==> config.mk <==
export PLATFORM = sky130hd
export DESIGN_NAME = uhrs_sequencer
export DESIGN_NICKNAME = d
export VERILOG_FILES = /design/src/uhrs_pkg.sv /design/src/uhrs_sequencer.sv /design/src/uhrs_timer.sv
export VERILOG_INCLUDE_DIRS = /design/src
export SDC_FILE = /design/constraint.sdc
export NUM_CORES = 1
export LEC_CHECK = 0
export BUFFER_PORTS_ARGS = -buffer_cell sky130_fd_sc_hd__buf_2
export CORE_UTILIZATION = 50
export DETAILED_ROUTE_END_ITERATION = 8
export GPL_ROUTABILITY_DRIVEN = 0
export PLACE_DENSITY = 0.69
export SLEW_MARGIN = 20
export SYNTH_ARGS = -nofsm -noshare
export SYNTH_HDL_FRONTEND = slang
export SYNTH_HIERARCHICAL = 1
export SYNTH_SLANG_ARGS = --single-unit
==> constraint.sdc <==
create_clock -name i_sys_clk -period 2.38 [get_ports i_sys_clk]
set_input_delay 0.476 -clock i_sys_clk [delete_from_list [all_inputs] [get_ports i_sys_clk]]
set_output_delay 0.476 -clock i_sys_clk [all_outputs]
set_load 0.02 [all_outputs]
==> src/uhrs_map.svh <==
`ifndef UHRS_MAP_SVH
`define UHRS_MAP_SVH

// ----------------------------------------------------------------
// Command, state and mode codes
// ----------------------------------------------------------------
`define UHRS_CMD_W          4
`define UHRS_CMD_IDLE       4'h0
`define UHRS_CMD_RESUME     4'h5
`define UHRS_CMD_OPER       4'h6
`define UHRS_STATE_W        3
`define UHRS_STATE_SUSPEND  3'h3
`define UHRS_STATE_RESUME   3'h4
`define UHRS_STATE_OPER     3'h5
`define UHRS_TRANSCEIVER_OPERATION_MODE_W       2
`define UHRS_TRANSCEIVER_OPERATION_MODE_NORMAL  2'h0
`define UHRS_TRANSCEIVER_OPERATION_MODE_RAW     2'h2

// ----------------------------------------------------------------
// Timing
// ----------------------------------------------------------------
`define UHRS_CLK_HZ         25000000
`define UHRS_RSM_K_US       20000
`define UHRS_RSM_K_CYC      ((`UHRS_RSM_K_US * (`UHRS_CLK_HZ / 1000000)) + 1)
`define UHRS_CMP_MIN_US     90
`define UHRS_CMP_MAX_US     110
`define UHRS_CMP_US         100
`define UHRS_CMP_CYC        (`UHRS_CMP_US * (`UHRS_CLK_HZ / 1000000))
`define UHRS_SOF_MIN_US     900
`define UHRS_SOF_MAX_US     1100
`define UHRS_SOF_US         1000
`define UHRS_SOF_CYC        (`UHRS_SOF_US * (`UHRS_CLK_HZ / 1000000))
`define UHRS_LS_BIT_NS      667
`define UHRS_LS_BIT_CYC     ((`UHRS_LS_BIT_NS * (`UHRS_CLK_HZ / 1000000) + 999) / 1000)
`define UHRS_EOP_SE0_BITS   2
`define UHRS_EOP_J_BITS     1

`endif

==> src/uhrs_pkg.sv <==
package uhrs_pkg;
  `include "uhrs_map.svh"

  typedef enum logic [1:0] {
    UHRS_LINE_J,
    UHRS_LINE_K,
    UHRS_LINE_SE0
  } uhrs_line_type;

  // Transceiver drive bundle
  typedef struct packed {
    logic [`UHRS_TRANSCEIVER_OPERATION_MODE_W-1:0] op_mode;
    logic                      raw_drive;
    uhrs_line_type             line;
  } uhrs_xcvr_type;

  // Detector enables
  typedef struct packed {
    logic disconnect_det_en;
    logic wakeup_det_en;
  } uhrs_det_type;
endpackage

==> src/uhrs_sequencer.sv <==
// How it works
// - A resume request code runs the whole resume sequence in hardware with no more firmware.
// - The host state monitor shows resume in the cycle after the request is taken.
// - Disconnect and remote wakeup detection turn off at time zero for the whole resume.
// - At time zero the transceiver goes to raw drive and a steady K is driven.
// - The K state is held for more than 20 ms after time zero.
// - The K ends with an end-of-packet timed in low-speed bit times for either speed.
// - Resume complete is flagged 90 to 110 us after the K signalling ends.
// - An operational request code returns the transceiver to normal drive.
// - Full speed: first SOF goes 0.9 to 1.1 ms after the operational request.
// - Low speed: first KeepAlive goes 0.9 to 1.1 ms after the operational request.
`timescale 1ns/1ns
`include "uhrs_map.svh"

module uhrs_sequencer
  import uhrs_pkg::*;
#(
  parameter int RSM_K_CYC   = `UHRS_RSM_K_CYC,
  parameter int CMP_CYC     = `UHRS_CMP_CYC,
  parameter int SOF_CYC     = `UHRS_SOF_CYC,
  parameter int LS_BIT_CYC  = `UHRS_LS_BIT_CYC
) (
  input  wire logic                     i_sys_clk,
  input  wire logic                     i_rst_n,
  input  wire logic                     i_cmd_wr,
  input  wire logic [`UHRS_CMD_W-1:0]   i_host_transition_command,
  input  wire logic                     i_low_speed,
  input  wire logic                     i_disconnect_det_req,
  input  wire logic                     i_wakeup_det_req,
  input  wire logic                     i_resume_complete_clr,
  input  wire logic                     i_resume_complete_int_en,
  output logic [`UHRS_STATE_W-1:0]      o_host_state_monitor,
  output uhrs_xcvr_type                 o_host_transceiver_control,
  output uhrs_det_type                  o_det,
  output logic                          o_resume_complete_flag,
  output logic                          o_irq,
  output logic                          o_first_sof,
  output logic                          o_first_keepalive,
  output logic                          o_busy
);

  // ----------------------------------------------------------------
  // Types and state
  // ----------------------------------------------------------------
  // Timer width covers the 20 ms K count at 25 MHz
  localparam int TW      = 20;
  // EOP phases; low-speed bit time even when a full-speed device is attached
  localparam int SE0_CYC = LS_BIT_CYC * `UHRS_EOP_SE0_BITS;
  localparam int J_CYC   = LS_BIT_CYC * `UHRS_EOP_J_BITS;

  // Phases of one resume
  typedef enum logic [2:0] {
    SQ_IDLE,
    SQ_K,
    SQ_EOP_SE0,
    SQ_EOP_J,
    SQ_CMP_WAIT,
    SQ_DONE,
    SQ_SOF_WAIT
  } uhrs_sq_type;

  // All state in one word; one comb copy, one register
  typedef struct packed {
    uhrs_sq_type                seq;
    logic [`UHRS_STATE_W-1:0]   host_state;
    uhrs_xcvr_type              xcvr;
    logic                       det_off;
    uhrs_det_type               det;
    logic                       ls_meta;
    logic                       ls_sync;
    logic                       cmp_flag;
    logic                       irq;
    logic                       sof;
    logic                       keepalive;
    logic [TW-1:0]              load_cnt;
    logic                       load;
  } uhrs_state_type;

  uhrs_state_type st;
  uhrs_state_type next_st;
  logic           tmr_done;

  // Cycles as timer width
  function automatic logic [TW-1:0] cyc(input int n);
    cyc = TW'(n);
  endfunction

  // Command strobe carrying one given code
  function automatic logic cmd_is(input logic                   wr,
                                  input logic [`UHRS_CMD_W-1:0] cmd,
                                  input logic [`UHRS_CMD_W-1:0] code);
    cmd_is = wr && cmd == code;
  endfunction

  // ----------------------------------------------------------------
  // Shared interval timer
  // ----------------------------------------------------------------
  // Phases never overlap, so one counter serves them all
  uhrs_timer #(
    .WIDTH (TW)
  ) u_timer (
    .i_sys_clk (i_sys_clk),
    .i_rst_n   (i_rst_n),
    .i_load    (st.load),
    .i_count   (st.load_cnt),
    .o_done    (tmr_done)
  );

  // ----------------------------------------------------------------
  // Sequence next state
  // ----------------------------------------------------------------
  always_comb begin
    next_st           = st;
    next_st.load      = 1'b0;
    next_st.sof       = 1'b0;
    next_st.keepalive = 1'b0;
    // Two flops on the speed level, which comes from the line monitor
    next_st.ls_meta   = i_low_speed;
    next_st.ls_sync   = st.ls_meta;
    unique case (st.seq)
      SQ_IDLE, SQ_DONE: begin
        if (cmd_is(i_cmd_wr, i_host_transition_command, `UHRS_CMD_RESUME)) begin
          next_st.seq            = SQ_K;
          next_st.host_state     = `UHRS_STATE_RESUME;
          next_st.det_off        = 1'b1;
          next_st.xcvr.op_mode   = `UHRS_TRANSCEIVER_OPERATION_MODE_RAW;
          next_st.xcvr.raw_drive = 1'b1;
          next_st.xcvr.line      = UHRS_LINE_K;
          next_st.load           = 1'b1;
          next_st.load_cnt       = cyc(RSM_K_CYC);
        end else if (st.seq == SQ_DONE
                     && cmd_is(i_cmd_wr, i_host_transition_command, `UHRS_CMD_OPER)) begin
          next_st.seq          = SQ_SOF_WAIT;
          next_st.host_state   = `UHRS_STATE_OPER;
          next_st.xcvr.op_mode = `UHRS_TRANSCEIVER_OPERATION_MODE_NORMAL;
          next_st.xcvr.raw_drive = 1'b0;
          next_st.xcvr.line    = UHRS_LINE_J;
          next_st.det_off      = 1'b0;
          next_st.load         = 1'b1;
          next_st.load_cnt     = cyc(SOF_CYC);
        end
      end
      SQ_K: begin
        if (tmr_done) begin
          // LS bit timing even for full speed, as the far end may be asleep slow
          next_st.seq       = SQ_EOP_SE0;
          next_st.xcvr.line = UHRS_LINE_SE0;
          next_st.load      = 1'b1;
          next_st.load_cnt  = cyc(SE0_CYC);
        end
      end
      SQ_EOP_SE0: begin
        if (tmr_done) begin
          next_st.seq       = SQ_EOP_J;
          next_st.xcvr.line = UHRS_LINE_J;
          next_st.load      = 1'b1;
          next_st.load_cnt  = cyc(J_CYC);
        end
      end
      SQ_EOP_J: begin
        if (tmr_done) begin
          // Signalling ends here; complete counted from this edge
          next_st.seq            = SQ_CMP_WAIT;
          next_st.xcvr.raw_drive = 1'b0;
          next_st.load           = 1'b1;
          next_st.load_cnt       = cyc(CMP_CYC);
        end
      end
      SQ_CMP_WAIT: begin
        if (tmr_done) begin
          next_st.seq      = SQ_DONE;
          next_st.cmp_flag = 1'b1;
        end
      end
      SQ_SOF_WAIT: begin
        if (tmr_done) begin
          next_st.seq       = SQ_IDLE;
          next_st.sof       = !st.ls_sync;
          next_st.keepalive = st.ls_sync;
        end
      end
      default: begin
        next_st.seq = SQ_IDLE;
      end
    endcase
    // Sticky flag; a set in the clear cycle wins
    if (i_resume_complete_clr && !(st.seq == SQ_CMP_WAIT && tmr_done)) begin
      next_st.cmp_flag = 1'b0;
    end
    next_st.irq = next_st.cmp_flag && i_resume_complete_int_en;
    // Detectors off from time zero until the operational request
    next_st.det.disconnect_det_en = i_disconnect_det_req && !next_st.det_off;
    next_st.det.wakeup_det_en     = i_wakeup_det_req && !next_st.det_off;
  end

  // ----------------------------------------------------------------
  // Registers
  // ----------------------------------------------------------------
  // Sync reset; idle line shows J with the port suspended
  always_ff @(posedge i_sys_clk) begin
    if (!i_rst_n) begin
      st            <= '0;
      st.seq        <= SQ_IDLE;
      st.host_state <= `UHRS_STATE_SUSPEND;
    end else begin
      st <= next_st;
    end
  end

  // ----------------------------------------------------------------
  // Outputs
  // ----------------------------------------------------------------
  assign o_host_state_monitor       = st.host_state;
  assign o_host_transceiver_control = st.xcvr;
  // Registered gate; a request change shows one cycle later
  assign o_det                      = st.det;
  assign o_resume_complete_flag     = st.cmp_flag;
  assign o_irq                      = st.irq;
  assign o_first_sof                = st.sof;
  assign o_first_keepalive          = st.keepalive;
  // High from the request until complete or first SOF or KeepAlive
  assign o_busy                     = st.seq != SQ_IDLE && st.seq != SQ_DONE;

endmodule

==> src/uhrs_timer.sv <==
`timescale 1ns/1ns
// Down counter: load a count, pulse done the cycle after it reaches one
module uhrs_timer
  import uhrs_pkg::*;
#(
  parameter int WIDTH = 20
) (
  input  wire logic             i_sys_clk,
  input  wire logic             i_rst_n,
  input  wire logic             i_load,
  input  wire logic [WIDTH-1:0] i_count,
  output logic                  o_done
);

  typedef struct packed {
    logic [WIDTH-1:0] cnt;
    logic             run;
    logic             done;
  } uhrs_timer_type;

  uhrs_timer_type st;
  uhrs_timer_type next_st;

  // ----------------------------------------------------------------
  // Next state
  // ----------------------------------------------------------------
  always_comb begin
    next_st      = st;
    next_st.done = 1'b0;
    if (i_load) begin
      next_st.cnt = i_count;
      next_st.run = 1'b1;
    end else if (st.run) begin
      if (st.cnt <= WIDTH'(1)) begin
        next_st.run  = 1'b0;
        next_st.done = 1'b1;
      end else begin
        next_st.cnt = st.cnt - WIDTH'(1);
      end
    end
  end

  // Registers
  always_ff @(posedge i_sys_clk) begin
    if (!i_rst_n) begin
      st <= '0;
    end else begin
      st <= next_st;
    end
  end

  assign o_done = st.done;

endmodule
# After elaboration in Yosys (flattened, before gate mapping)
# Cells that the tools add are included.
word_totals:
  latchBits: 0
  mem_bits_ro: 0
  ram_bits: 0
  in_bits: 12
  reg_bits: 63
  memories: 0
op_classes:
  bitwise: 2
  n_shift: 0
  n_addsub: 1
  reduce_logical: 28
  mux: 27
  multipliers: 0
  n_eq_ne: 16
  n_div: 0
  magnitude_cmp: 1
op_table:
  columns: ["cell", "count"]
  rows:
  - ["$mux 21", 6]
  - ["$pmux 21 s4", 1]
  - ["$mux 12", 2]
  - ["$mux 22", 1]
  - ["$le 20x1->1 const B", 1]
  - ["$mux 20", 1]
  - ["$sub 20x1->20 const B", 1]
  - ["$pmux 3 s6", 1]
  - ["$mux 3", 5]
  - ["$ne 2x1->1 const B", 5]
  - ["$eq 3x3->1 const B", 3]
  - ["$logic_and 1x1->1", 9]
  - ["$eq 4x3->1 const B", 2]
  - ["$eq 3x2->1 const B", 2]
  - ["$mux 2", 3]
  - ["$ne 3x3->1 const B", 2]
  - ["$pmux 2 s3", 1]
  - ["$reduce_and 3->1", 2]
  - ["$reduce_and 6->1", 1]
  - ["$reduce_bool 2->1", 3]
  - ["$reduce_bool 3->1", 2]
  - ["$mux 1", 5]
  - ["$reduce_and 5->1", 1]
  - ["$reduce_and 2->1", 2]
  - ["10 further kinds", 13]

# Longest topological paths before layout
# Gate-level depths: netlist (run 1).
depth:
  depth_word: 8
  depth_mapped: 7

# Hierarchy
# The synthesis (run 1) kept the hierarchy.
modules_own_cells:
  columns: ["mod", "area_per_inst_um2", "cells_each", "instances"]
  rows:
  - ["uhrs_sequencer", 1411.4, 159, 1]
  - ["uhrs_timer", 1291.2, 153, 1]

# Least setup slack after synthesis (run 1)
# OpenSTA, ideal clock, no wires.
synth_timing:
  path_type: "reg2reg"
  startpoint: "register u_timer/st[12] in the netlist's numbering"
  endpoint: "register u_timer/st[2] in the netlist's numbering"
  stages_incl_launch_ff: 8
  t_arrival_ns: 1.997
  synth_period_minus_slack_ns: 2.083
  setup_time_ns: 0.086
  slack_ns: 0.297
  cell_sequence: "dfxtp_1 -> or4_1 -> buf_2 -> nor4_2 -> buf_2 -> a21oi_2 -> xnor2_1 -> a211oi_1"
synth_between:
  elab_chain_len: 3
synth_rtl:
  columns: ["element", "line", "rtl"]
  rows:
  - ["start, declared", "uhrs_timer.sv:21", "uhrs_timer_type st;"]
  - ["start signal, assigned", "uhrs_timer.sv:48", "st <= next_st;"]
  - ["$le 20x1->1", "uhrs_timer.sv:34", "if (st.cnt <= WIDTH'(1)) begin"]
  - ["$ne 2x2->1 (no line)", null, null]
  - ["$reduce_and 2->1 (no line)", null, null]
# No other way between the ends.
# A chain may end at the register's enable or synchronous reset.

# Final worst setup path (run 1)
layout_timing:
  startpoint: "register u_timer/st[12] in the netlist's numbering"
  endpoint: "register u_timer/st[12] in the netlist's numbering"
layout_between:
  elab_chain_len: 4
  word_cells_on_any_way: 7
layout_rtl:
  columns: ["element", "line", "rtl"]
  rows:
  - ["$sub 20x1->20", "uhrs_timer.sv:38", "next_st.cnt = st.cnt - WIDTH'(1);"]
  - ["$mux 20", "uhrs_timer.sv:34", null]
  - ["$mux 22", "uhrs_timer.sv:33", "end else if (st.run) begin"]
  - ["$mux 21", "uhrs_timer.sv:30", "if (i_load) begin"]
# Several ways; a longest one is shown, not always the timed one. The select of a mux whose other input is x is not followed.

==> impl_metrics.tcl, run 1 <==
set metrics [dict create \
    outcome "complete, no violations" \
    register_to_register_setup_slack_ns 0.24 \
    worst-slew-pin-transition_ns 0.538 \
    synthArstFlopShare_pct 0 \
    critical_path.n_buffers_inverters 0 \
    drt_wl_total_mm 5.65 \
    synth_ff_type "dfxtp_1" \
    worstSkewPairLatency_ns 0.31 \
    path_max_fanout 8 \
    io_buffers 25 \
    p_total_uw 1860 \
    io-pin-count 27 \
    reg2reg_depth 5 \
    cell_internal_pwr_uw 1360 \
    cp_data_required_time_ns 2.57 \
    worst_ir_drop_vdd_v 0.000329 \
    switching_share_pct 27.0 \
    die_area_um2 5700 \
    clk_root_buffer_cell "clkbuf_8" \
    critPathSlowestCell "or4_1" \
    setup_ws_post_layout_ns 0.236 \
    timing.max_cap.violations 0 \
    cp_data_arrival_time_ns 2.34 \
    post_layout_nonfiller_instances 398 \
    pwr_density_cell_nw_per_um2 632 \
    avgSynthCellArea_um2 8.66 \
    coreArea_um2 5170 \
    finalNetCount 341 \
    drt-wirelength-per-cell_um 14.2 \
    whs_endpoint "o_irq$_SDFF_PN0_" \
    pin_count_of_the_biggest_net_entering_global_routing 29 \
    setup_repair_after_global_routing_missed_its_margin "no" \
    synth_seq_cells 52 \
    setup-tns-final_ns 0 \
    layout_worst_path_cycle_share_pct 90.1 \
    finalHoldWorstSlack_ns 0.370 \
    final-setup-viol-count 0 \
    dp.final_hpwl_mm 4.06 \
    cts.sink_count 52 \
    tritoncts "built" \
    final_antenna_net_count 0 \
    worstReg2RegEnd "u_timer/st[12]$_SDFFE_PN0P_" \
    timing.setup.critical_path_class "reg -> reg" \
    clkSlewWorstSetupHoldPaths_ns 0.10 \
    track_usage_pct 20.8 \
    cts-htree-levels 2 \
    net-switching-power_uw 501 \
    hold_viol_final 0 \
    area_growth_syn_to_layout_pct 8.70 \
    yosys.cell_types.count 59 \
    min_delay_path_depth 2 \
    seq_power_share_pct 49.5 \
    gr-usage-met2_pct 33.7 \
    synth_edf_count 0 \
    yosys_warnings 6 \
    die_height_um 75.5 \
    via_per_inst 5.57 \
    hold_path_startpoint "i_resume_complete_int_en" \
    drt-pass1-iter-count 4 \
    initial_antenna_violation_count 0 \
    critical_path.top_delay_family "simple AND/OR/NAND/NOR gates" \
    grt_util_met3_pct 3.17 \
    initialDrtViolationCount 149 \
    fmax_achieved_mhz 466 \
    timing.max_slew.rel_slack_pct 63.2 \
    p_comb_share_pct 15.7 \
    syn_inst 312 \
    vias_in_the_first_global_route 1935 \
    cts_inserted_buffers 5 \
    critPathLaunchType "flop" \
    via_count 2218 \
    placed_cells 390 \
    critical-path-max-stage-delay_ns 0.69 \
    r2r-start "u_timer/st[12]$_SDFFE_PN0P_" \
    synth_largest_area_cell "dfxtp_1" \
    cts_resized 0 \
    share_clk_of_total_power_pct 34.8 \
    critical_path.cell_chain "or4_1, nor4_4, nor3_1, xnor2_1, a21oi_1" \
    grt_first_pass_wirelength_mm 8.96 \
    synth.area.top_cells "dfxtp_1 39%, o21ai_0 5.4%, xnor2_1 5.2%" \
    ctsHoldBuffers 0 \
    synth_top_area_share_pct 38.5 \
    groute.layer.met1.usage_pct 28.0 \
    num-fill-cells 465 \
    seq_area_frac_synth_pct 38.5 \
    postCtsSetupRepairBufs 0 \
    finalMaxSlewViolations 0 \
    share_of_layout_cells_above_drive_strength_1_pct 19.5 \
    die-width_um 75.5 \
    std_cell_rows 26 \
    antenna_cells_inserted 0 \
    leakage_uw 0.00115 \
    post_syn_area_um2 2700 \
    critPathCaptureType "flop" \
    dp_worst_setup_slack_ns 0.252 \
    holdCritPathClass "in -> reg" \
    grt_busiest_layer "met2" \
    floorplan.initialDensity_pct 52.2 \
    period_needed_ns 2.14 \
    grt.overflow.total 0 \
    worst_clock_skew_ns 0.0124 \
    drc 0 \
    max-clock-path-buffers 2 \
]
-- per-layer routing --
layer,up-vias,part of all wire (%)
met5,-,0
met4,0,1.3
met3,6,3.6
met2,43,45
met1,1030,50
li1,1139,-
-- final cells by class --
cell class | count | area, um^2 | share of cell area (%)
Clock inverter | 2 | 38.8 | 1.32
Sequential cell | 52 | 1040 | 35.4
Inverter | 12 | 45.0 | 1.53
Tap cell | 70 | 87.6 | 2.98
Timing Repair Buffer | 36 | 208 | 7.07
Clock buffer | 6 | 82.6 | 2.81
Multi-Input combinational cell | 220 | 1440 | 48.9
-- power groups by stage --
stage	clock (uW)	sequential [uW]	combinational, uW
after CTS	660	919	289
after global routing	693	923	320
after detailed placement	0	940	287
after floorplan	0	931	234
after global placement	0	939	284
final	647	920	291
-- logic make-up (layout without fill, tap and decap cells) --
| kind of cell | count (synthesis) | count (layout) | share of synthesized area (%) |
|---|---|---|---|
| other | 1 | 5 | 0.139 |
| AOI/OAI and AO/OA | 93 | 93 | 22.9 |
| adders and majority gates | 2 | 2 | 0.926 |
| xor gates and xnor gates | 19 | 19 | 6.16 |
| and+or+nand+nor | 100 | 100 | 22.0 |
| muxes | 1 | 1 | 0.370 |
| DFF | 52 | 52 | 38.5 |
| buffers and inverters | 44 | 56 | 8.93 |
-- cells in the final DEF (no fill, tap or decap), drive strengths merged, types with 4 or more instances in the layout --
master  instances
a211oi          8
a21oi          27
buf            36
clkbuf          6
conb            5
dfxtp          52
inv            11
nand2          21
nand2b          5
nand3           6
nor2           17
nor2b           4
nor3            6
nor4           11
o21ai          29
or3             6
or4             6
xnor2          16
-- worst reg2reg max path, cell delays in order (launching register included) --
cell and delay (ns):
dfxtp_1 0.35, or4_1 0.69, nor4_4 0.61, nor3_1 0.14
xnor2_1 0.16, a21oi_1 0.08
-- worst max path at each step --
| stage | cells past startpoint | slack (ns) | endpoint | start |
|---|---|---|---|---|
| CTS | 5 | 0.24 | u_timer/st[16]$_SDFFE_PN0P_ | u_timer/st[12]$_SDFFE_PN0P_ |
| finish | 5 | 0.24 | u_timer/st[12]$_SDFFE_PN0P_ | u_timer/st[12]$_SDFFE_PN0P_ |
| detailed placement | 5 | 0.25 | u_timer/st[16]$_SDFFE_PN0P_ | u_timer/st[12]$_SDFFE_PN0P_ |
| floorplan | 7 | 0.30 | u_timer/st[2]$_SDFFE_PN0P_ | u_timer/st[12]$_SDFFE_PN0P_ |
| global route | 5 | 0.1 | u_timer/st[12]$_SDFFE_PN0P_ | u_timer/st[12]$_SDFFE_PN0P_ |
| global placement | 5 | 0.28 | u_timer/st[12]$_SDFFE_PN0P_ | u_timer/st[12]$_SDFFE_PN0P_ |
-- per-stage QoR --
step | util (%) | instance area, um^2
after CTS | 56.8 | 2940
after floorplan | - | 2720
after global routing | 56.8 | 2940
final | 56.8 | 2940
after detailed placement | 54.5 | 2820
after global placement | 54.5 | 2820
-- cell usage after synthesis, types with 2 or more instances --
master,n
buf_2,4
a221oi_2,2
o21ai_0,29
a21oi_1,26
a211oi_1,8
a2111oi_0,2
nand2b_1,4
or4_1,5
o21a_1,2
or3_1,6
a31oi_1,3
or2_2,2
nor2_1,17
nand4_1,3
ha_1,2
inv_1,11
nor3_2,2
and2_1,3
o211a_1,2
nor2b_1,4
o22ai_1,2
nand3b_1,2
clkbuf_1,12
buf_6,4
buf_4,11
o211ai_1,2
o221a_2,2
nor4_1,6
nand2_1,21
nor4_2,4
nor3_1,4
or3b_2,2
o2bb2ai_1,2
xor2_1,3
and3_1,3
dfxtp_1,52
xnor2_1,16
nand3_1,6
-- sequential cells by signal (all words and copies together), names as in the netlist --
register                    flops
o_det                           2
o_irq                           1
o_resume_complete_flag          1
o_first_keepalive               1
o_host_state_monitor            3
u_timer/o_done                  1
next_st                         1
st                             16
u_timer/st                     21
o_host_transceiver_control      4
o_first_sof                     1
No activity file was read; power rests on OpenSTA's default activity.
==> inputs of run 2 (changes only) <==
--- a/config.mk
+++ b/config.mk
@@ -7,10 +7,9 @@
 export NUM_CORES = 1
 export LEC_CHECK = 0
 export BUFFER_PORTS_ARGS = -buffer_cell sky130_fd_sc_hd__buf_2
-export CORE_UTILIZATION = 50
+export CORE_UTILIZATION = 30
 export DETAILED_ROUTE_END_ITERATION = 8
 export GPL_ROUTABILITY_DRIVEN = 0
-export PLACE_DENSITY = 0.69
 export SLEW_MARGIN = 20
 export SYNTH_ARGS = -nofsm -noshare
 export SYNTH_HDL_FRONTEND = slang
==> run 2 against run 1 <==
Against the previous run:
- non-clock buffer count increased by 3
- clock-buffer cell count unchanged
- worst setup slack got worse by 0.0047 ns
- clock power decreased by 15%
- first-iteration DRC count decreased by 22%
- global-route usage shrank 7.5 points
- maximum frequency decreased by 0.22%
- worst hold slack got worse by 0.0026 ns
- critical path depth unchanged
- critical path type unchanged
- largest power group unchanged
==> impl_metrics.tcl, run 2 (synthesized netlist as in run 1, its figures left out) <==
set metrics [dict create \
    drt-pass1-iter-count 4 \
    clkSlewWorstSetupHoldPaths_ns 0.10 \
    pin_count_of_the_biggest_net_entering_global_routing 36 \
    worst_ir_drop_vdd_v 0.000222 \
    period_needed_ns 2.15 \
    drt_wl_total_mm 6.10 \
    max_flop_register "u_timer/st" \
    clk_root_buffer_cell "clkbuf_8" \
    cts.sink_count 52 \
    cts_inserted_buffers 5 \
    io-pin-count 27 \
    finalNetCount 344 \
    detailed_place.area_um2 2890 \
    most-common-layout-cells "52 x dfxtp_1, 29 x o21ai_0, 26 x a21oi_1" \
    antenna_cells_inserted 0 \
    finalMaxSlewViolations 0 \
    std_cell_rows 34 \
    setup-tns-final_ns 0 \
    holdCritPathClass "in -> reg" \
    cp_data_arrival_time_ns 2.34 \
    worst_clock_skew_ns 0.00704 \
    cts-htree-levels 2 \
    die-width_um 96.9 \
    io_buffers 25 \
    path_max_fanout 7 \
    area_growth_syn_to_layout_pct 10.6 \
    die_height_um 96.9 \
    critPathSlowestCell "or4_1" \
    cp_data_required_time_ns 2.57 \
    critical_path.cell_chain "or4_1, or3_1, or4_1, a21oi_1, a31oi_1" \
    pwr_density_cell_nw_per_um2 595 \
    critical_path.top_delay_family "simple AND/OR/NAND/NOR gates" \
    layout_worst_path_cycle_share_pct 90.3 \
    drt-wirelength-per-cell_um 13.9 \
    track_usage_pct 13.3 \
    vias_in_the_first_global_route 2130 \
    design_area_um2 2990 \
    coreArea_um2 8720 \
    final_antenna_net_count 0 \
    via_count 2224 \
    initial_antenna_violation_count 0 \
    timing.max_slew.rel_slack_pct 59.6 \
    mostFrequentLayoutCell "dfxtp_1" \
    share_of_layout_cells_above_drive_strength_1_pct 20.5 \
    floorplan.initialDensity_pct 31.0 \
    tritoncts "built" \
    max_ffs_per_register 21 \
    grt.overflow.total 0 \
    outcome "complete, no violations" \
    fmax_achieved_mhz 465 \
    critical_path.n_buffers_inverters 0 \
    hold_viol_final 0 \
    finalHoldWorstSlack_ns 0.367 \
    die_area_um2 9390 \
    leakage_uw 0.00115 \
    timing.setup.critical_path_class "reg -> reg" \
    via_per_inst 5.07 \
    worstSkewPairLatency_ns 0.31 \
    drc 0 \
    final-setup-viol-count 0 \
    setup_repair_after_global_routing_missed_its_margin "no" \
    max-clock-path-buffers 2 \
    postCtsSetupRepairBufs 0 \
    grt_first_pass_wirelength_mm 10.4 \
    cp_common_cell "or4_1" \
    critPathCaptureType "flop" \
    timing.max_cap.violations 0 \
    initialDrtViolationCount 116 \
    dp.final_hpwl_mm 4.31 \
    critPathLaunchType "flop" \
    critical-path-max-stage-delay_ns 0.66 \
    worst-slew-pin-transition_ns 0.602 \
]
## run 2: cell count changes in the layout (fill, tap and decap cells not counted), sizes merged
cell	change
clkinv	-1
buf	+3
bufinv	-1
clkinvlp	+2
## run 2: power by group
part           switching (uW)  total, uW  internal (uW)
clock network             311        548            236
logic                     190        312            122
registers                20.9        917            896
total                     522       1780           1250
## run 2: worst register-to-register path, stage by stage, from the launching register on
cell     delay [ns]
dfxtp_1        0.35
or4_1          0.66
or3_1          0.37
or4_1          0.41
a21oi_1        0.15
a31oi_1        0.09
## run 2: final timing paths
kind,start,to,slack [ns],cells past startpoint
max,u_timer/st[4]$_SDFFE_PN0P_,u_timer/st[11]$_SDFFE_PN0P_,0.23,5
min,i_low_speed,next_st[25]$_SDFF_PN0_,0.37,2
max reg2reg,u_timer/st[4]$_SDFFE_PN0P_,u_timer/st[11]$_SDFFE_PN0P_,0.23,5
min reg2reg,st[25]$_SDFF_PN0_,o_first_sof$_SDFF_PN0_,0.42,1
## run 2: repair_timing
item,4_1_cts,5_1_grt
hold endpoints to repair,0,0
hold buffers,0,0
endpoints found under the setup margin,0,1
resized for setup,0,1
## run 2: area by class of cell
cell class	count	area (um^2)
fillers	899	5730
flip-flops and latches	52	1040
clock buffers	6	82.6
inverters	12	45.0
clock inverters	2	15.0
well taps	108	135
multi-input cells	220	1440
repair buffers	39	230
## run 2: routing by layer
| metal | share of wire (%) | global-route usage [%] | vias up |
|---|---|---|---|
| met4 | 0.41 | 2.53 | 0 |
| met1 | 48 | 17.0 | 1036 |
| met2 | 48 | 22.6 | 44 |
| li1 | - | - | 1141 |
| met3 | 3.5 | 3.40 | 3 |
| met5 | 0 | 0 | - |
## run 2: metrics by stage
step,setup WS (ns),util [%],instances,total power [uW]
floorplan,0.297,-,316,1170
detailed placement,0.187,33.1,431,1250
finish,0.231,34.3,439,1780
global placement,0.253,33.1,431,1240
CTS,0.135,34.2,439,1790
global route,0.000260,34.3,439,1860
